**src/logic/vsq_pkg.sv**
```systemverilog
// package: command codes, field layouts, limits and timing for the setpoint and sequencing core
package vsq_pkg;
    // ==========================================
    // command codes
    localparam logic [7:0] CMD_OPERATION  = 8'h01;
    localparam logic [7:0] CMD_ONOFF_CFG  = 8'h02;
    localparam logic [7:0] CMD_VOUT_CMD   = 8'h21;
    localparam logic [7:0] CMD_VOUT_MAX   = 8'h24;
    localparam logic [7:0] CMD_VOUT_MIN   = 8'h28;
    localparam logic [7:0] CMD_SCALE_LOOP = 8'h29;
    localparam logic [7:0] CMD_INPUT_TURN_ON_THRESHOLD     = 8'h35;
    localparam logic [7:0] CMD_INPUT_TURN_OFF_THRESHOLD    = 8'h36;
    localparam logic [7:0] CMD_TON_DLY    = 8'h60;
    localparam logic [7:0] CMD_TOFF_DLY   = 8'h64;
    localparam logic [7:0] CMD_STATUS     = 8'h7a;
    localparam logic [7:0] CMD_READ_VOUT  = 8'h8b;
    localparam logic [7:0] CMD_TRIM       = 8'hd4;
    localparam logic [7:0] CMD_MRG_HIGH   = 8'hd5;
    localparam logic [7:0] CMD_MRG_LOW    = 8'hd6;
    // ==========================================
    // field positions
    localparam int OP_ON_BIT     = 7;
    localparam int OP_MRG_HI     = 5;
    localparam int OP_MRG_LO     = 4;
    localparam int CFG_USE_OP    = 3;
    localparam int CFG_USE_PIN   = 2;
    localparam int CFG_PIN_POL   = 1;
    localparam int STS_MAX_BIT   = 3;
    localparam int STS_MIN_BIT   = 2;
    // loop ratio encodings (quarter units)
    localparam logic [15:0] SCALE_ONE     = 16'h0004;
    localparam logic [15:0] SCALE_HALF    = 16'h0002;
    localparam logic [15:0] SCALE_QUARTER = 16'h0001;
    // ==========================================
    // limits and reset values (dac steps of 1.953 mV, input in 0.25 V)
    localparam logic [15:0] DAC_MIN       = 16'h00b3; // 179
    localparam logic [15:0] DAC_MAX       = 16'h034d; // 845
    localparam logic [15:0] CMD_MIN_HALF  = 16'h0166; // 358
    localparam logic [15:0] CMD_MAX_HALF  = 16'h069a; // 1690
    localparam logic [15:0] CMD_MIN_QTR   = 16'h02cc; // 716
    localparam logic [15:0] CMD_MAX_QTR   = 16'h0b00; // 2816
    localparam logic [15:0] VIN_FLOOR     = 16'h0010; // 4 V
    localparam logic [15:0] VIN_CEIL      = 16'h001f; // 7.75 V
    localparam logic [15:0] RST_VOUT_CMD  = 16'h0133;
    localparam logic [15:0] RST_INPUT_TURN_ON_THRESHOLD    = 16'h0012;
    localparam logic [15:0] RST_INPUT_TURN_OFF_THRESHOLD   = 16'h0010;
    localparam logic [7:0]  RST_OPERATION = 8'h00;
    localparam logic [7:0]  RST_ONOFF_CFG = 8'h00;
    localparam logic [6:0]  DELAY_MAX_MS  = 7'h64;    // 100 ms
    localparam logic signed [6:0] MRG_MAX = 7'sh1f;   // +31
    localparam logic [15:0] RST_DELAY     = 16'h0000;
    // ==========================================
    // timing
    localparam int CLK_PERIOD_NS = 8;
    localparam int MS_TIME_NS    = 1000000;
    localparam int MS_CYCLES     = MS_TIME_NS / CLK_PERIOD_NS;

    typedef struct packed {
        logic        wr;
        logic        rd;
        logic [7:0]  code;
        logic [15:0] data;
    } vsq_cmd_s;

    typedef enum logic [3:0] {
        SEQ_OFF    = 4'b0001,
        SEQ_ONWAIT = 4'b0010,
        SEQ_REG    = 4'b0100,
        SEQ_OFFWT  = 4'b1000
    } vsq_seq_e;
endpackage

```
**src/logic/vsq_core.sv**
```systemverilog
// setpoint, margin, trim and on/off sequencing core of the buck converter
//
// Contract
// - separate input turn-on and turn-off thresholds
// - on/off configuration selects start condition sources
// - wait turn-on delay before regulating
// - wait turn-off delay before stopping
// - operation top bit switches conversion
// - reference code stays within dac span
// - averaged output voltage kept as telemetry
// - only ratios one, half, quarter accepted
// - command valid range depends on ratio
// - limit violation substitutes limit, sets status
// - signed trim -64..+63 added to reference
// - margin high/low offsets -64..31 held
// - operation selects none, high or low margin
// - loop ratio maps command onto reference
`timescale 1ns/1ps
module vsq_core #(
    parameter int MS_CYCLES = vsq_pkg::MS_CYCLES,
    parameter int AVG_LOG2  = 2
) (
    // clock and reset
    input  wire logic                   mclk,
    input  wire logic                   rst_n,
    // command port
    input  wire vsq_pkg::vsq_cmd_s      cmd,
    output logic [15:0]                 rdData,
    output logic                        rdValid,
    // pins and sensed levels
    input  wire logic                   enableControlPin,
    input  wire logic [15:0]            vinLevel,
    input  wire logic                   adcValid,
    input  wire logic [11:0]            senseAmpOutput,
    // converter control
    output logic                        regulate,
    output logic [9:0]                  errorAmpReference
);
    localparam int PW = $clog2(MS_CYCLES + 1);

    // ==========================================
    // elaboration checks: refuse a prescaler or average depth the logic cannot serve
    if (MS_CYCLES < 1 || AVG_LOG2 < 0 || AVG_LOG2 > 4) begin : gBadParams
        $error("vsq_core: unsupported parameters");
    end

    // ==========================================
    // registers
    logic [7:0]        operation_q;
    logic [7:0]        onOffCfg_q;
    logic [15:0]       voutCmd_q;
    logic [15:0]       voutMax_q;
    logic [15:0]       voutMin_q;
    logic [15:0]       scale_q;
    logic [15:0]       vinOn_q;
    logic [15:0]       vinOff_q;
    logic [6:0]        tonDly_q;
    logic [6:0]        toffDly_q;
    logic signed [6:0] trim_q;
    logic signed [6:0] mrgHigh_q;
    logic signed [6:0] mrgLow_q;
    logic [7:0]        status_q;
    logic [15:0]       readVout_q;
    logic              wrHit;
    logic [15:0]       cmdClamped;
    logic              overMax;
    logic              underMin;

    assign wrHit = cmd.wr;

    // clamp a delay write to the 100 ms ceiling
    function automatic logic [6:0] clampDelay(input logic [15:0] v);
        clampDelay = (v > 16'(vsq_pkg::DELAY_MAX_MS)) ? vsq_pkg::DELAY_MAX_MS : v[6:0];
    endfunction

    // clamp a margin write; field is 7-bit signed, top limited to +31
    function automatic logic signed [6:0] clampMargin(input logic [15:0] v);
        clampMargin = ($signed(v[6:0]) > vsq_pkg::MRG_MAX) ? vsq_pkg::MRG_MAX : $signed(v[6:0]);
    endfunction

    // clamp an input threshold into 4 V .. 7.75 V
    function automatic logic [15:0] clampVin(input logic [15:0] v);
        if (v < vsq_pkg::VIN_FLOOR) begin
            clampVin = vsq_pkg::VIN_FLOOR;
        end else if (v > vsq_pkg::VIN_CEIL) begin
            clampVin = vsq_pkg::VIN_CEIL;
        end else begin
            clampVin = v;
        end
    endfunction

    // range of a valid command for the present loop ratio
    function automatic logic [31:0] cmdRange(input logic [15:0] s);
        unique case (s)
            vsq_pkg::SCALE_HALF:    cmdRange = {vsq_pkg::CMD_MIN_HALF, vsq_pkg::CMD_MAX_HALF};
            vsq_pkg::SCALE_QUARTER: cmdRange = {vsq_pkg::CMD_MIN_QTR, vsq_pkg::CMD_MAX_QTR};
            default:                cmdRange = {vsq_pkg::DAC_MIN, vsq_pkg::DAC_MAX};
        endcase
    endfunction

    // substitute the violated limit, then fold into the ratio range
    always_comb begin
        logic [31:0] rng;
        rng        = cmdRange(scale_q);
        overMax    = cmd.data > voutMax_q;
        underMin   = cmd.data < voutMin_q;
        cmdClamped = overMax ? voutMax_q : (underMin ? voutMin_q : cmd.data);
        if (cmdClamped > rng[15:0]) begin
            cmdClamped = rng[15:0];
        end else if (cmdClamped < rng[31:16]) begin
            cmdClamped = rng[31:16];
        end
    end

    // writable configuration; command, delay, threshold and margin writes are saturated, illegal ratio writes are dropped
    always_ff @(posedge mclk) begin
        if (!rst_n) begin
            operation_q <= vsq_pkg::RST_OPERATION;
            onOffCfg_q  <= vsq_pkg::RST_ONOFF_CFG;
            voutCmd_q   <= vsq_pkg::RST_VOUT_CMD;
            voutMax_q   <= vsq_pkg::CMD_MAX_QTR;
            voutMin_q   <= vsq_pkg::DAC_MIN;
            scale_q     <= vsq_pkg::SCALE_ONE;
            vinOn_q     <= vsq_pkg::RST_INPUT_TURN_ON_THRESHOLD;
            vinOff_q    <= vsq_pkg::RST_INPUT_TURN_OFF_THRESHOLD;
            tonDly_q    <= vsq_pkg::RST_DELAY[6:0];
            toffDly_q   <= vsq_pkg::RST_DELAY[6:0];
            trim_q      <= '0;
            mrgHigh_q   <= '0;
            mrgLow_q    <= '0;
        end else if (wrHit) begin
            unique case (cmd.code)
                vsq_pkg::CMD_OPERATION: operation_q <= cmd.data[7:0];
                vsq_pkg::CMD_ONOFF_CFG: onOffCfg_q  <= cmd.data[7:0];
                vsq_pkg::CMD_VOUT_CMD:  voutCmd_q   <= cmdClamped;
                vsq_pkg::CMD_VOUT_MAX:  voutMax_q   <= cmd.data;
                vsq_pkg::CMD_VOUT_MIN:  voutMin_q   <= cmd.data;
                vsq_pkg::CMD_SCALE_LOOP: begin
                    if (cmd.data == vsq_pkg::SCALE_ONE || cmd.data == vsq_pkg::SCALE_HALF
                        || cmd.data == vsq_pkg::SCALE_QUARTER) begin
                        scale_q <= cmd.data;
                    end
                end
                vsq_pkg::CMD_INPUT_TURN_ON_THRESHOLD:    vinOn_q     <= clampVin(cmd.data);
                vsq_pkg::CMD_INPUT_TURN_OFF_THRESHOLD:   vinOff_q    <= clampVin(cmd.data);
                vsq_pkg::CMD_TON_DLY:   tonDly_q    <= clampDelay(cmd.data);
                vsq_pkg::CMD_TOFF_DLY:  toffDly_q   <= clampDelay(cmd.data);
                vsq_pkg::CMD_TRIM:      trim_q      <= $signed(cmd.data[6:0]);
                vsq_pkg::CMD_MRG_HIGH:  mrgHigh_q   <= clampMargin(cmd.data);
                vsq_pkg::CMD_MRG_LOW:   mrgLow_q    <= clampMargin(cmd.data);
                default: ;
            endcase
        end
    end

    // status: a limit hit sets its bit and wins over a same-cycle clear
    always_ff @(posedge mclk) begin
        if (!rst_n) begin
            status_q <= '0;
        end else begin
            logic [7:0] setBits;
            logic [7:0] clrBits;
            setBits = '0;
            clrBits = '0;
            if (wrHit && cmd.code == vsq_pkg::CMD_VOUT_CMD) begin
                setBits[vsq_pkg::STS_MAX_BIT] = overMax;
                setBits[vsq_pkg::STS_MIN_BIT] = underMin;
            end
            if (wrHit && cmd.code == vsq_pkg::CMD_STATUS) begin
                clrBits = cmd.data[7:0];
            end
            status_q <= (status_q & ~clrBits) | setBits;
        end
    end

    // ==========================================
    // input undervoltage lockout with hysteresis
    logic vinOk_q;
    // on above one level, off below the other
    always_ff @(posedge mclk) begin
        if (!rst_n) begin
            vinOk_q <= 1'b0;
        end else if (!vinOk_q && vinLevel >= vinOn_q) begin
            vinOk_q <= 1'b1;
        end else if (vinOk_q && vinLevel < vinOff_q) begin
            vinOk_q <= 1'b0;
        end
    end

    // ==========================================
    // start condition and sequencer
    logic            pinActive;
    logic            startCond;
    vsq_pkg::vsq_seq_e seq_q;
    logic [PW-1:0]   presc_q;
    logic [6:0]      msCnt_q;
    logic            msTick;

    assign pinActive = enableControlPin == onOffCfg_q[vsq_pkg::CFG_PIN_POL];
    // each source gates only when selected
    // top operation bit is the on/off command
    assign startCond = vinOk_q
        && (!onOffCfg_q[vsq_pkg::CFG_USE_OP] || operation_q[vsq_pkg::OP_ON_BIT])
        && (!onOffCfg_q[vsq_pkg::CFG_USE_PIN] || pinActive);
    assign msTick = presc_q == PW'(MS_CYCLES - 1);

    // millisecond prescaler restarts on every state change so delays are whole
    always_ff @(posedge mclk) begin
        if (!rst_n || seq_q == vsq_pkg::SEQ_OFF || seq_q == vsq_pkg::SEQ_REG || msTick) begin
            presc_q <= '0;
        end else begin
            presc_q <= presc_q + PW'(1);
        end
    end

    // elapsed milliseconds in a wait state
    always_ff @(posedge mclk) begin
        if (!rst_n || seq_q == vsq_pkg::SEQ_OFF || seq_q == vsq_pkg::SEQ_REG) begin
            msCnt_q <= '0;
        end else if (msTick) begin
            msCnt_q <= msCnt_q + 7'h01;
        end
    end

    // sequencer; a wait aborted by the condition returns without a glitch
    always_ff @(posedge mclk) begin
        if (!rst_n) begin
            seq_q <= vsq_pkg::SEQ_OFF;
        end else begin
            unique case (seq_q)
                vsq_pkg::SEQ_OFF:    if (startCond) seq_q <= vsq_pkg::SEQ_ONWAIT;
                vsq_pkg::SEQ_ONWAIT: begin
                    if (!startCond) begin
                        seq_q <= vsq_pkg::SEQ_OFF;
                    end else if (msCnt_q >= tonDly_q) begin
                        seq_q <= vsq_pkg::SEQ_REG;
                    end
                end
                vsq_pkg::SEQ_REG:    if (!startCond) seq_q <= vsq_pkg::SEQ_OFFWT;
                vsq_pkg::SEQ_OFFWT: begin
                    if (startCond) begin
                        seq_q <= vsq_pkg::SEQ_REG;
                    end else if (msCnt_q >= toffDly_q) begin
                        seq_q <= vsq_pkg::SEQ_OFF;
                    end
                end
                default: seq_q <= vsq_pkg::SEQ_OFF;
            endcase
        end
    end

    // regulation output follows the sequencer one cycle later
    always_ff @(posedge mclk) begin
        if (!rst_n) begin
            regulate <= 1'b0;
        end else begin
            regulate <= seq_q == vsq_pkg::SEQ_REG || seq_q == vsq_pkg::SEQ_OFFWT;
        end
    end

    // ==========================================
    // reference code
    logic signed [17:0] refSum;
    logic [15:0]        scaled;
    logic signed [6:0]  mrgSel;
    logic [9:0]         refCode;

    // ratio as a right shift of the command
    assign scaled = (scale_q == vsq_pkg::SCALE_QUARTER) ? voutCmd_q >> 2 :
                    (scale_q == vsq_pkg::SCALE_HALF) ? voutCmd_q >> 1 : voutCmd_q;
    // high wins if both margin bits are set
    assign mrgSel = operation_q[vsq_pkg::OP_MRG_HI] ? mrgHigh_q :
                    operation_q[vsq_pkg::OP_MRG_LO] ? mrgLow_q : 7'sh00;
    // sum of scaled command, trim and margin
    assign refSum = $signed({2'b00, scaled}) + 18'(trim_q) + 18'(mrgSel);
    assign refCode = (refSum < $signed({2'b00, vsq_pkg::DAC_MIN})) ? vsq_pkg::DAC_MIN[9:0] :
                     (refSum > $signed({2'b00, vsq_pkg::DAC_MAX})) ? vsq_pkg::DAC_MAX[9:0] :
                     refSum[9:0];

    // registered dac drive
    always_ff @(posedge mclk) begin
        if (!rst_n) begin
            errorAmpReference <= vsq_pkg::DAC_MIN[9:0];
        end else begin
            errorAmpReference <= refCode;
        end
    end

    // ==========================================
    // output voltage telemetry
    logic [11+AVG_LOG2:0] acc_q;
    logic [AVG_LOG2:0]    nSmp_q;
    logic                 avgDone;

    assign avgDone = adcValid && nSmp_q == (AVG_LOG2+1)'((1 << AVG_LOG2) - 1);

    // block average of 2^AVG_LOG2 samples, trades latency for noise
    always_ff @(posedge mclk) begin
        if (!rst_n) begin
            acc_q      <= '0;
            nSmp_q     <= '0;
            readVout_q <= '0;
        end else if (adcValid) begin
            acc_q  <= avgDone ? '0 : acc_q + (12+AVG_LOG2)'(senseAmpOutput);
            nSmp_q <= avgDone ? '0 : nSmp_q + (AVG_LOG2+1)'(1);
            if (avgDone) begin
                readVout_q <= 16'((acc_q + (12+AVG_LOG2)'(senseAmpOutput)) >> AVG_LOG2);
            end
        end
    end

    // ==========================================
    // read port: answer one cycle after the strobe; unknown codes read zero
    always_ff @(posedge mclk) begin
        if (!rst_n) begin
            rdData  <= '0;
            rdValid <= 1'b0;
        end else begin
            rdValid <= cmd.rd;
            if (cmd.rd) begin
                unique case (cmd.code)
                    vsq_pkg::CMD_OPERATION:  rdData <= {8'h00, operation_q};
                    vsq_pkg::CMD_ONOFF_CFG:  rdData <= {8'h00, onOffCfg_q};
                    vsq_pkg::CMD_VOUT_CMD:   rdData <= voutCmd_q;
                    vsq_pkg::CMD_VOUT_MAX:   rdData <= voutMax_q;
                    vsq_pkg::CMD_VOUT_MIN:   rdData <= voutMin_q;
                    vsq_pkg::CMD_SCALE_LOOP: rdData <= scale_q;
                    vsq_pkg::CMD_INPUT_TURN_ON_THRESHOLD:     rdData <= vinOn_q;
                    vsq_pkg::CMD_INPUT_TURN_OFF_THRESHOLD:    rdData <= vinOff_q;
                    vsq_pkg::CMD_TON_DLY:    rdData <= {9'h000, tonDly_q};
                    vsq_pkg::CMD_TOFF_DLY:   rdData <= {9'h000, toffDly_q};
                    vsq_pkg::CMD_STATUS:     rdData <= {8'h00, status_q};
                    vsq_pkg::CMD_READ_VOUT:  rdData <= readVout_q;
                    vsq_pkg::CMD_TRIM:       rdData <= 16'(trim_q);
                    vsq_pkg::CMD_MRG_HIGH:   rdData <= 16'(mrgHigh_q);
                    vsq_pkg::CMD_MRG_LOW:    rdData <= 16'(mrgLow_q);
                    default:                 rdData <= '0;
                endcase
            end
        end
    end
endmodule

```
**config.mk**
```make
export PLATFORM = sky130hd
export DESIGN_NAME = vsq_core
export DESIGN_NICKNAME = d
export VERILOG_FILES = /design/src/logic/vsq_pkg.sv /design/src/logic/vsq_core.sv
export SDC_FILE = /design/constraint.sdc
export NUM_CORES = 1
export LEC_CHECK = 0
export BUFFER_PORTS_ARGS = -buffer_cell sky130_fd_sc_hd__buf_2
export CAP_MARGIN = 20
export CORE_MARGIN = 3
export CORE_UTILIZATION = 50
export DETAILED_ROUTE_END_ITERATION = 10
export PLACE_DENSITY = 0.67
export SLEW_MARGIN = 5
export SYNTH_ARGS = -nofsm -noshare
export SYNTH_HDL_FRONTEND = slang
export SYNTH_SLANG_ARGS = --single-unit
```
**constraint.sdc**
```tcl
create_clock -name mclk -period 6.4 [get_ports mclk]
set_input_delay 0.96 -clock mclk [delete_from_list [all_inputs] [get_ports mclk]]
set_output_delay 0.96 -clock mclk [all_outputs]
set_load 0.03 [all_outputs]
```
* Word level (Yosys, flattened, before mapping)
Index checks and enable logic that the tools add are counted.
** Word-level totals
- Flip-flop bits (word level) :: 243
- Input port bits :: 58
- Output and inout port bits :: 28
- Logic and storage cells :: 149
** Operators by class
- Add/sub/neg operators :: 7
- Order comparisons :: 14
- Equality and inequality tests :: 31
- Multiplexer cells :: 30
- Bitwise gates (word level) :: 4
- Reductions and logical operators :: 37
** Operator list (number)
- $pmux W16 S15 :: 1
- $mux W16 :: 8
- $pmux W26 S2 :: 1
- $eq A8 B6 Y1 const B :: 6
- $lt A16 B16 Y1 :: 3
- $eq A16 B1 Y1 const B :: 2
- $eq A16 B2 Y1 const B :: 2
- $eq A8 B8 Y1 const B :: 4
- $gt A16 B16 Y1 :: 2
- $mux W7 :: 4
- $reduce_and A2 Y1 :: 13
- $eq A8 B7 Y1 const B :: 3
- $mux W4 :: 6
- $add A17 B7 Y18 :: 1
- $add A18 B7 Y18 :: 1
- $gt A18 B11 Y1 const B :: 1
- $lt A18 B9 Y1 const B :: 1
- $add A17 B1 Y17 const B :: 1
- $eq A17 B17 Y1 const B :: 1
- $eq A16 B3 Y1 const B :: 1
- $ge A16 B16 Y1 :: 1
- $gt A16 B5 Y1 const B :: 1
- $gt A16 B7 Y1 const B :: 1
- $lt A16 B5 Y1 const B :: 1
- 35 further kinds :: 57

* Longest topological paths before layout
Gate-level depths: netlist of the first run.
- Depth after elaboration :: 7
- Gate-level depth with buffers :: 22
- Depth with buffers taken out :: 20

* Least setup slack after synthesis of the first run
Ideal clock, no wire load.
- Kind :: register to register
- Start :: register scale_q[15]
- End :: register errorAmpReference[2]
- Library setup time :: 0.115 ns
- Arrival time :: 5.316 ns
- Path slack :: 0.969 ns
- Cell stages (with the launch flop) :: 23
- Buffers on the path :: 2
- Cells stage by stage :: dfxtp_1 > nor4_1 > nand4_1 > nor3b_1 > inv_1 > nand2_1 > clkbuf_1 > clkbuf_1 > nor2_1 > nor2_1 > fa_1 > ha_1 > fa_1 > a21o_1 > a21oi_1 > o21ai_1 > a211oi_1 > mux2i_1 > a31o_2 > and4_1 > a21boi_1 > nand3_1 > o21a_1
** On the way
- Cells in the longest elaborated chain, start to end :: 7
- Elaborated cells between the ends (all ways) :: 10
** RTL lines
- from (decl) :: RTL line vsq_core.sv:54 : logic [15:0] scale_q;
- from (signal assigned) :: RTL line vsq_core.sv:123 : scale_q <= vsq_pkg::SCALE_ONE;
- from (signal assigned) :: RTL line vsq_core.sv:141 : scale_q <= cmd.data;
- $eq A16 B2 Y1 :: RTL line vsq_core.sv:270 : (scale_q == vsq_pkg::SCALE_HALF) ? voutCmd_q >> 1 : voutCmd_q;
- $mux W16 :: RTL line vsq_core.sv:270
- $mux W16 (*) :: RTL line vsq_core.sv:269 : assign scaled = (scale_q == vsq_pkg::SCALE_QUARTER) ? voutCmd_q >> 2 :
- $add A17 B7 Y18 (*) :: RTL line vsq_core.sv:275 : assign refSum = $signed({2'b00, scaled}) + 18'(trim_q) + 18'(mrgSel);
- $add A18 B7 Y18 (*) :: RTL line vsq_core.sv:275
- $gt A18 B11 Y1 or $lt A18 B9 Y1 (tied branches) :: RTL line vsq_core.sv:277, vsq_core.sv:276
- $mux W10 or $reduce_or A2 Y1 (tied branches)
- to (signal assigned) :: RTL line vsq_core.sv:283 : errorAmpReference <= vsq_pkg::DAC_MIN[9:0];
- to (signal assigned) :: RTL line vsq_core.sv:285 : errorAmpReference <= refCode;
- to (decl) :: RTL line vsq_core.sv:37 : output logic [9:0] errorAmpReference
Every way passes the cells marked *; elsewhere a longest branch is shown, timed or not.
A chain may end at the register's enable or synchronous reset.

* Worst setup path after layout of the first run
- Start :: register scale_q[10]
- End :: register errorAmpReference[2]
Same word-level chain as after synthesis.

==> results of run 1 <==
-- per-layer routing --
| metal | routed length, µm | up-vias |
|---|---|---|
| li1 | - | 6547 |
| met1 | 19100 | 6274 |
| met2 | 19000 | 515 |
| met3 | 3570 | 113 |
| met4 | 1690 | 2 |
| met5 | 13 | - |
-- per-stage QoR --
step	utilization	worst slack, ps
after global routing	0.576	303
after floorplan	-	969
after CTS	0.576	798
after detailed placement	0.540	635
after global placement	0.540	670
final	0.576	757
-- worst paths after layout --
check	start	cells after the start	to	slack, ps
setup / recovery	scale_q[10]	21	errorAmpReference[2]	760
hold / removal	status_q[4]	2	status_q[4]	440
setup reg to reg	scale_q[10]	21	errorAmpReference[2]	760
hold reg to reg	status_q[4]	2	status_q[4]	440
-- layout make-up --
cell class                 count  area share
inverter                     136      0.0304
multi-input combinational   1338       0.555
timing repair buffer         108      0.0358
clock inverter                 8     0.00827
antenna                        1    0.000149
sequential                   242       0.288
tap                          384      0.0286
clock buffer                  46      0.0536
-- state kept, by name, indices dropped and copies added (netlist names), 8 cells and up --
name,count
acc_q,14
errorAmpReference,10
onOffCfg_q,8
operation_q,8
presc_q,17
rdData,16
readVout_q,13
scale_q,16
status_q,8
vinOff_q,16
vinOn_q,16
voutCmd_q,16
voutMax_q,16
voutMin_q,16
-- cells by family after synthesis --
family | after synthesis | share of synthesized area
AND/OR/NAND/NOR | 645 | 0.212
AO/OA/AOI/OAI | 473 | 0.229
flip-flops | 242 | 0.322
buffers and inverters | 228 | 0.0583
adder cells (fa/ha/maj) | 146 | 0.131
XOR/XNOR | 41 | 0.0239
multiplexers | 33 | 0.0235
-- worst max-delay path, stage by stage, from the launching register on --
cell,delay [ps]
dfxtp_1,320
nor4_1,380
nand4_1,220
nor3b_1,250
buf_4,210
inv_1,200
buf_4,260
o22ai_1,130
nor2_1,90
fa_1,460
ha_1,240
fa_1,410
a21o_1,180
a21oi_1,240
o21ai_1,190
a211oi_1,330
mux2i_1,220
a31o_2,180
and4_1,200
a21boi_1,360
nand3_1,230
o21a_1,220
-- power breakdown --
part | switching [µW] | internal, µW | total (µW)
clock network | 662 | 1080 | 1750
logic | 232 | 147 | 379
registers | 26.1 | 1530 | 1560
total | 920 | 2760 | 3680
-- synth_stat cells (13+ instances only) --
| cell type | n | area share |
|---|---|---|
| mux2i_1 | 27 | 0.018 |
| nor2b_1 | 40 | 0.017 |
| xnor2_1 | 18 | 0.010 |
| xor2_1 | 23 | 0.013 |
| and3_1 | 13 | 0.0054 |
| nand3_1 | 70 | 0.023 |
| o211a_1 | 25 | 0.017 |
| a21oi_1 | 70 | 0.023 |
| a21o_1 | 26 | 0.013 |
| nor2_1 | 92 | 0.023 |
| a21boi_0 | 67 | 0.033 |
| dfxtp_1 | 242 | 0.32 |
| o21ai_0 | 78 | 0.026 |
| nand2_1 | 239 | 0.060 |
| nor3_1 | 20 | 0.0067 |
| a221oi_1 | 18 | 0.010 |
| nand2b_1 | 26 | 0.011 |
| o21a_1 | 22 | 0.011 |
| and2_1 | 63 | 0.026 |
| nor4_1 | 13 | 0.0054 |
| fa_1 | 19 | 0.025 |
| nand4_1 | 19 | 0.0079 |
| o211ai_1 | 23 | 0.011 |
| clkbuf_1 | 81 | 0.020 |
| inv_1 | 136 | 0.034 |
| a31oi_1 | 17 | 0.0071 |
| ha_1 | 127 | 0.11 |
| a222oi_1 | 27 | 0.018 |
==> impl_results.md, run 1 <==
- Vias in the first global route: 12900
- Routed WL: 43400 µm
- Row count: just over 60
- Sum Neg Setup Slack: 0 ps
- Fin cells: approximately 2300
- Final total power: ~3700 µW
- Initial antenna violation count: 2
- CTS tree: yes
- Req. time, crit path: 6840 ps
- Antenna Violating Nets Remaining: 0
- Met2 usage: 0.419
- Final period utilization: 0.882
- Layout cells sized above 1: 0.0985
- Seq/Total Area, Yosys: 0.322
- Mapped Nets: between 2000 and 2500
- Nets: 2059
- Async SR Flop Fraction: 0
- CTS resizes: 0
- Max-cap viol count: 0
- Power Dens Cells: 219 nW/µm²
- Synth Area per Inst: 8.31 µm²
- Initial DRC count: 1429
- Total GRT Usage: 0.269
- RSZ-0062 raised after global routing: no
- Yosys cell types: 80
- Multi-input logic area: 9320 µm²
- Seq cells post-synth: between 200 and 250
- Hold_buf cts: 0
- First-pass GRT wire length: 69200 µm
- Most crowded layer after global routing: met2
- Crit end category: flip-flop
- Worst skew pair latency: around 570 ps
- Clock Sinks: 242
- Setup Buffers After CTS: 0
- Fin. Hold Viols: 0
- Fin area: between 15000 and 20000 µm²
- Largest net degree at the start of global routing: a little under 90
- Total congestion overflow: 0
- Drt first pass iters: 9
- Worst vdd ir: 218 µV
- Setup violators final: 0
- Least-Margin Pin Slew: around 1100 ps
- HP Class: reg2reg
- Post-DP HPWL: 32200 µm
- Area of the die: approximately 32000 µm²
- FF/Latch Area: 4840 µm²
- Die width: ~180 µm
- Drt wl/cell: 19.2 µm
- Clock tree buffer depth: 3
- Total core area: a little under 30000 µm²
- Slew HR: 0.281
- Die H: 179 µm
- Fin Clk Skew: between 20 and 25 ps
- Total CTS buffers: 29
- Area grow syn2layout: 11.8%
- Post-Syn Area: roughly 15000 µm²
- I/O pin cnt: 86
- Critical Path Start Type: flip-flop
- Tmin final: 5640 ps
- Highest-count cells in the layout ignoring fill and taps: dfxtp_1 (242), nand2_1 (239), inv_1 (136)
- DRC viols: 0
- Initial Utilization: 0.515
- CTS root buf: clkbuf_16
- H-tree levels: 1
- CP arrival: 6080 ps
- Dpl cell area: 15800 µm²
- Fillcell total: 2684
- Leak: 0.00690 µW
- Max Slew Vio Count: 0
- Via count: 13500
- Clock transition at the registers of the reported paths: 60 ps
- Routability Congestion: 0.922
- Mean number of vias per cell: 5.94
- Peak Freq: 0.177 GHz
- Status: complete, no violations
- Placed cells: 2208
- Met1 Use GR: 0.368
- Setup Crit Path Kind: reg2reg
- PortBufs: 85
- CP Max Fanout: 15
- Most common cell after layout, fill and taps aside: dfxtp_1
- GR met3 Demand/Resource: 0.0546
- WHS: 439 ps
- Gate Count Post-Synth: 1808
- Synth warnings: 0
- Number of synthesized flops with an enable pin: 0
- Top_reg_cell synth: dfxtp_1
(Power assumes the default switching activity.)
==> inputs of run 2 (changes only) <==
--- a/config.mk
+++ b/config.mk
@@ -7,6 +7,7 @@
 export LEC_CHECK = 0
 export BUFFER_PORTS_ARGS = -buffer_cell sky130_fd_sc_hd__buf_2
 export CAP_MARGIN = 20
+export CORE_ASPECT_RATIO = 0.8
 export CORE_MARGIN = 3
 export CORE_UTILIZATION = 50
 export DETAILED_ROUTE_END_ITERATION = 10
==> impl_results.md, run 2 (synthesis results as in run 1) <==
- Status: complete, no violations (unchanged)
- Least-Margin Pin Slew: 1040 ps (was 1080 ps)
- Mean number of vias per cell: 6.03 (was 5.94)
- Setup WS post-layout: 940 ps (was 757 ps)
- Fin Clk Skew: 12.4 ps (was 21.7 ps)
- Crit end category: flip-flop (unchanged)
- FF/Latch Area: 4840 µm² (unchanged)
- Initial antenna violation count: 6 (was 2)
- Total congestion overflow: 0 (unchanged)
- Crit path top cell by count: fa_1
- Routability Congestion: 0.936 (was 0.922)
- Worst skew pair latency: 570 ps (about the same)
- Multi-input logic area: 9320 µm² (about the same)
- Drt first pass iters: 10 (was 9)
- Die H: 161 µm (was 179 µm)
- Antenna Violating Nets Remaining: 0 (unchanged)
- Setup Crit Path Kind: reg2reg (unchanged)
- Post-DP HPWL: 33800 µm (was 32200 µm)
- Most common cell after layout, fill and taps aside: dfxtp_1 (unchanged)
- Dpl ws: 903 ps (was 635 ps)
- Total core area: 29400 µm² (was 29200 µm²)
- Tmin final: 5460 ps (was 5640 ps)
- First-pass GRT wire length: 71300 µm (was 69200 µm)
- CP arrival: 5890 ps (was 6080 ps)
- CTS resizes: 0 (unchanged)
- Largest net degree at the start of global routing: 69 (was 87)
- Layout cells sized above 1: 0.0991 (was 0.0985)
- Area of the die: 32200 µm² (about the same)
- Max Slew Vio Count: 0 (unchanged)
- CTS root buf: clkbuf_16 (unchanged)
- HP Class: reg2reg (unchanged)
- CP Max Fanout: 22 (was 15)
- Initial Utilization: 0.511 (was 0.515)
- Fillcell total: 2757 (was 2684)
- Vias in the first global route: 12800 (was 12900)
- Setup Buffers After CTS: 0 (unchanged)
- Total GRT Usage: 0.278 (was 0.269)
- Hold Path Origin: status_q[4] (unchanged)
- Total CTS buffers: 27 (was 29)
- Critical Path Start Type: flip-flop (unchanged)
- Most flops, register: presc_q (unchanged)
- Hold_buf cts: 0 (unchanged)
- Die width: 200 µm (was 179 µm)
- Reg2reg path depth: 20 (was 21)
- Highest-count cells in the layout ignoring fill and taps: dfxtp_1 (242), nand2_1 (239), inv_1 (136) (unchanged)
- RSZ-0062 raised after global routing: no (unchanged)
- Sum Neg Setup Slack: 0 ps (unchanged)
- PortBufs: 85 (unchanged)
- Setup violators final: 0 (unchanged)
- CTS tree: yes (unchanged)
- R2R setup slack: 940 ps (was 760 ps)
- Power Dens Cells: 213 nW/µm² (was 219 nW/µm²)
- Via count: 13600 (was 13500)
- Worst path max stage delay: 460 ps (about the same)
- Req. time, crit path: 6830 ps (was 6840 ps)
- RR Endpoint: errorAmpReference[6] (was errorAmpReference[2])
- Row count: 56 (was 62)
- DRC viols: 0 (unchanged)
- Slowest cell on crit path: fa_1 (unchanged)
- Clock tree buffer depth: 3 (unchanged)
- Peak Freq: 0.183 GHz (was 0.177 GHz)
- Worst vdd ir: 199 µV (was 218 µV)
- Hold Path Sink: status_q[4] (unchanged)
- Area grow syn2layout: 11.2% (was 11.8%)
- Clock Sinks: 242 (unchanged)
- Initial DRC count: 1445 (was 1429)
- Clock transition at the registers of the reported paths: 60 ps (about the same)
- Routed WL: 45200 µm (was 43400 µm)
- Hold-critical path depth: 2 (unchanged)
- Crit-path cells: nor4_1 -> nand4_1 -> nor3b_1 -> inv_1 -> buf_4 -> o22ai_1 -> nor2_1 -> fa_1 -> ha_1 -> fa_1 -> a21o_1 -> a21oi_1 -> o21ai_1 -> a211oi_1 -> mux2i_1 -> a31o_2 -> and4_1 -> a21boi_1 -> a31oi_2 -> a21boi_0 (was nor4_1 -> nand4_1 -> nor3b_1 -> buf_4 -> inv_1 -> buf_4 -> o22ai_1 -> nor2_1 -> fa_1 -> ha_1 -> fa_1 -> a21o_1 -> a21oi_1 -> o21ai_1 -> a211oi_1 -> mux2i_1 -> a31o_2 -> and4_1 -> a21boi_1 -> nand3_1 -> o21a_1)
- I/O pin cnt: 86 (unchanged)
- H-tree levels: 1 (unchanged)
- Slew HR: 0.300 (was 0.281)
- Worst reg2reg startpoint: scale_q[10] (unchanged)
- Max-cap viol count: 0 (unchanged)
- Largest register FFs: 17 (unchanged)
- Final period utilization: 0.853 (was 0.882)
- Drt wl/cell: 20.0 µm (was 19.2 µm)
- Fin. Hold Viols: 0 (unchanged)
- Nets: 2061 (was 2059)
- Leak: 0.00687 µW (was 0.00690 µW)
==> run 2: changes by cell type in the layout (fill, tap and decap cells not counted), moves of 2 or more <==
cell | before | now
clkbuf_1 | 6 | 3
clkbuf_8 | 11 | 5
clkbuf_16 | 29 | 27
buf_4 | 24 | 27
diode_2 | 1 | 4
clkinv_2 | 1 | 8
==> run 2: worst max path at each step <==
stage | slack [ps] | endpoint | startpoint | cells after the start
after global routing | 450 | errorAmpReference[3] | scale_q[2] | 20
after floorplan | 970 | errorAmpReference[2] | scale_q[15] | 22
final | 940 | errorAmpReference[6] | scale_q[10] | 20
after CTS | 950 | errorAmpReference[6] | scale_q[10] | 20
after global placement | 910 | voutCmd_q[0] | cmd[4] | 20
after detailed placement | 900 | voutCmd_q[0] | cmd[4] | 20
==> run 2: cell type report <==
| cell class | instances | area share |
|---|---|---|
| multi-input cells | 1338 | 0.558 |
| flip-flops and latches | 242 | 0.290 |
| clock buffers | 35 | 0.0452 |
| repair buffers | 112 | 0.0376 |
| inverters | 136 | 0.0306 |
| well taps | 377 | 0.0282 |
| clock inverters | 14 | 0.00996 |
| diodes | 4 | 0.000599 |
==> run 2: critical path: cells and delay by family, from the launching register on <==
family                     cells  cell delay, ps
and+or+nand+nor                5            1290
AOI/OAI and AO/OA              9            2060
DFF                            1             320
muxes                          1             220
adders and majority gates      3            1110
buffers and inverters          2             330
==> run 2: metrics by stage <==
step	hold WS [ps]	cell area (µm²)	total power, µW	instances	util
after floorplan	412	15000	1860	1808	-
after global placement	420	15800	1960	2204	0.536
after detailed placement	427	15800	1960	2204	0.536
after CTS	436	16700	3580	2253	0.567
after global routing	451	16700	3700	2255	0.567
final	437	16700	3560	2258	0.568
==> run 2: routing by layer <==
layer / vias up / part of all wire / wire [µm] / global-route usage
met5: - / 0.00075 / 34 / 0
met4: 6 / 0.029 / 1320 / 0.0736
met3: 95 / 0.095 / 4300 / 0.0628
met2: 558 / 0.42 / 18900 / 0.414
met1: 6396 / 0.46 / 20700 / 0.408
li1: 6555 / - / - / -
==> run 2: power by group <==
group / internal, µW / switching, µW / total, µW / leakage, µW
registers: 1530 / 25.3 / 1560 / 0.00195
clock network: 956 / 664 / 1620 / 0.000460
logic: 147 / 237 / 384 / 0.00446
total: 2630 / 926 / 3560 / 0.00687
==> inputs of run 3 (changes only) <==
--- a/config.mk
+++ b/config.mk
@@ -6,11 +6,11 @@
 export NUM_CORES = 1
 export LEC_CHECK = 0
 export BUFFER_PORTS_ARGS = -buffer_cell sky130_fd_sc_hd__buf_2
-export CAP_MARGIN = 20
+export CAP_MARGIN = 10
 export CORE_ASPECT_RATIO = 0.8
-export CORE_MARGIN = 3
 export CORE_UTILIZATION = 50
 export DETAILED_ROUTE_END_ITERATION = 10
+export MAX_ROUTING_LAYER = met4
 export PLACE_DENSITY = 0.67
 export SLEW_MARGIN = 5
 export SYNTH_ARGS = -nofsm -noshare
==> impl_results.md, run 3 (synthesis results as in run 1) <==
- Status: complete, no violations (unchanged)
- Mean number of vias per cell: 6.04 (was 6.03)
- Total congestion overflow: 0 (unchanged)
- Routed WL: 45300 µm (was 45200 µm)
- CP arrival: 5990 ps (was 5890 ps)
- Area of the die: 30800 µm² (was 32200 µm²)
- RSZ-0062 raised after global routing: no (unchanged)
- Critical Path Start Type: flip-flop (unchanged)
- Clock Sinks: 242 (unchanged)
- Sum Neg Setup Slack: 0 ps (unchanged)
- Routability Congestion: 0.966 (was 0.936)
- Die width: 196 µm (was 200 µm)
- I/O pin cnt: 86 (unchanged)
- Worst vdd ir: 230 µV (was 199 µV)
- Total GRT Usage: 0.305 (was 0.278)
- Setup violators final: 0 (unchanged)
- Total CTS buffers: 27 (unchanged)
- Antenna Violating Nets Remaining: 0 (unchanged)
- Via count: 13600 (about the same)
- CP Max Fanout: 22 (unchanged)
- Clock transition at the registers of the reported paths: 60 ps (about the same)
- Total core area: 29400 µm² (unchanged)
- Final period utilization: 0.863 (was 0.853)
- Row count: 56 (unchanged)
- Initial Utilization: 0.511 (unchanged)
- Tmin final: 5520 ps (was 5460 ps)
- Slew HR: 0.284 (was 0.300)
- Setup Buffers After CTS: 0 (unchanged)
- Multi-input logic area: 9320 µm² (unchanged)
- Req. time, crit path: 6870 ps (was 6830 ps)
- Post-DP HPWL: 33900 µm (was 33800 µm)
- Fin Clk Skew: 24.2 ps (was 12.4 ps)
- Buf/Inv on CP: 3 (was 2)
- Least-Margin Pin Slew: 1070 ps (was 1040 ps)
- Vias in the first global route: 12600 (was 12800)
- Hold Path Origin: status_q[5] (was status_q[4])
- Layout cells sized above 1: 0.0976 (was 0.0991)
- R2R setup slack: 880 ps (was 940 ps)
- Fin. Hold Viols: 0 (unchanged)
- Setup WS post-layout: 878 ps (was 940 ps)
- CTS tree: yes (unchanged)
- HP Class: reg2reg (unchanged)
- Hold Path Sink: status_q[5] (was status_q[4])
- Worst skew pair latency: 580 ps (was 570 ps)
- Power Dens Cells: 215 nW/µm² (was 213 nW/µm²)
- Worst reg2reg startpoint: scale_q[6] (was scale_q[10])
- Max Slew Vio Count: 0 (unchanged)
- Nets: 2060 (was 2061)
- Most common cell after layout, fill and taps aside: dfxtp_1 (unchanged)
- Crit-path cells: nor4_1 -> nand4_1 -> nor3b_1 -> buf_4 -> inv_1 -> buf_4 -> o22ai_1 -> nor2_1 -> fa_1 -> ha_1 -> fa_1 -> a21o_1 -> a21oi_1 -> o21ai_1 -> a211oi_1 -> mux2i_1 -> a31o_2 -> and4_1 -> a21boi_1 -> nand3_1 -> o21a_1 (was nor4_1 -> nand4_1 -> nor3b_1 -> inv_1 -> buf_4 -> o22ai_1 -> nor2_1 -> fa_1 -> ha_1 -> fa_1 -> a21o_1 -> a21oi_1 -> o21ai_1 -> a211oi_1 -> mux2i_1 -> a31o_2 -> and4_1 -> a21boi_1 -> a31oi_2 -> a21boi_0)
- Fin area: 16700 µm² (about the same)
- Worst path max stage delay: 450 ps (was 460 ps)
- FF/Latch Area: 4840 µm² (unchanged)
- H-tree levels: 1 (unchanged)
- Post-layout util: 0.568 (about the same)
- RR Endpoint: errorAmpReference[3] (was errorAmpReference[6])
- Die H: 157 µm (was 161 µm)
- Slowest cell on crit path: fa_1 (unchanged)
- Setup Crit Path Kind: reg2reg (unchanged)
- Leak: 0.00686 µW (was 0.00687 µW)
- Crit end category: flip-flop (unchanged)
- PortBufs: 85 (unchanged)
- Hold-critical path depth: 2 (unchanged)
- Max-cap viol count: 0 (unchanged)
- CTS root buf: clkbuf_16 (unchanged)
- Hold_buf cts: 0 (unchanged)
- Drt first pass iters: 10 (unchanged)
- Initial antenna violation count: 5 (was 6)
- Fillcell total: 2679 (was 2757)
- CTS resizes: 0 (unchanged)
- Initial DRC count: 1265 (was 1445)
- Final total power: 3580 µW (was 3560 µW)
- DRC viols: 0 (unchanged)
- First-pass GRT wire length: 71300 µm (about the same)
- Most flops, register: presc_q (unchanged)
- Dpl ws: 911 ps (was 903 ps)
- Drt wl/cell: 20.1 µm (was 20.0 µm)
- Dpl cell area: 15800 µm² (unchanged)
- Largest register FFs: 17 (unchanged)
- Delay-heaviest family, CP: compound AO/OA/AOI/OAI gates (unchanged)
- Clock tree buffer depth: 3 (unchanged)
- Peak Freq: 0.181 GHz (was 0.183 GHz)
- Highest-count cells in the layout ignoring fill and taps: dfxtp_1 (242), nand2_1 (239), inv_1 (136) (unchanged)
- Area grow syn2layout: 11.2% (about the same)
- Reg2reg path depth: 21 (was 20)
- Largest net degree at the start of global routing: 59 (was 69)
==> run 3: worst register-to-register path: cells and delay by family (launching register included) <==
family,cells,cell delay (ps)
compound gates,8,1830
fa+ha+maj,3,1090
buf+inv,3,490
simple gates,6,1420
flops,1,320
mux,1,240
==> run 3: power breakdown <==
group	internal (µW)	switching, µW
Clock	970	675
Sequential	1530	25.6
Combinational	146	237
Total	2650	937
==> run 3: worst max-delay path by stage <==
stage,cells after the start,startpoint,slack [ps],endpoint
final,21,scale_q[6],880,errorAmpReference[3]
after global routing,21,scale_q[10],390,errorAmpReference[6]
after CTS,21,scale_q[6],920,errorAmpReference[2]
after detailed placement,20,cmd[4],910,voutCmd_q[0]
after global placement,20,cmd[4],940,voutCmd_q[0]
after floorplan,22,scale_q[15],970,errorAmpReference[2]
==> run 3: per-stage QoR <==
stage | cells | hold WS [ps]
6_report | 2257 | 435
3_5_place_dp | 2204 | 423
5_1_grt | 2257 | 449
4_1_cts | 2252 | 433
3_3_place_gp | 2204 | 418
2_1_floorplan | 1808 | 412
==> run 3: layout make-up <==
cell class / count / share of cell area
Inverter: 136 / 0.0306
Tap cell: 377 / 0.0282
Antenna cell: 5 / 0.000749
Clock inverter: 11 / 0.00936
Multi-Input combinational cell: 1338 / 0.558
Clock buffer: 37 / 0.0463
Timing Repair Buffer: 111 / 0.0373
Sequential cell: 242 / 0.290
==> run 3: routing by layer <==
metal,vias to the layer above,global-route usage,part of all wire
li1,6546,-,-
met1,6418,0.425,0.45
met2,577,0.431,0.41
met3,89,0.0793,0.11
met4,0,0.0856,0.025
met5,-,-,0
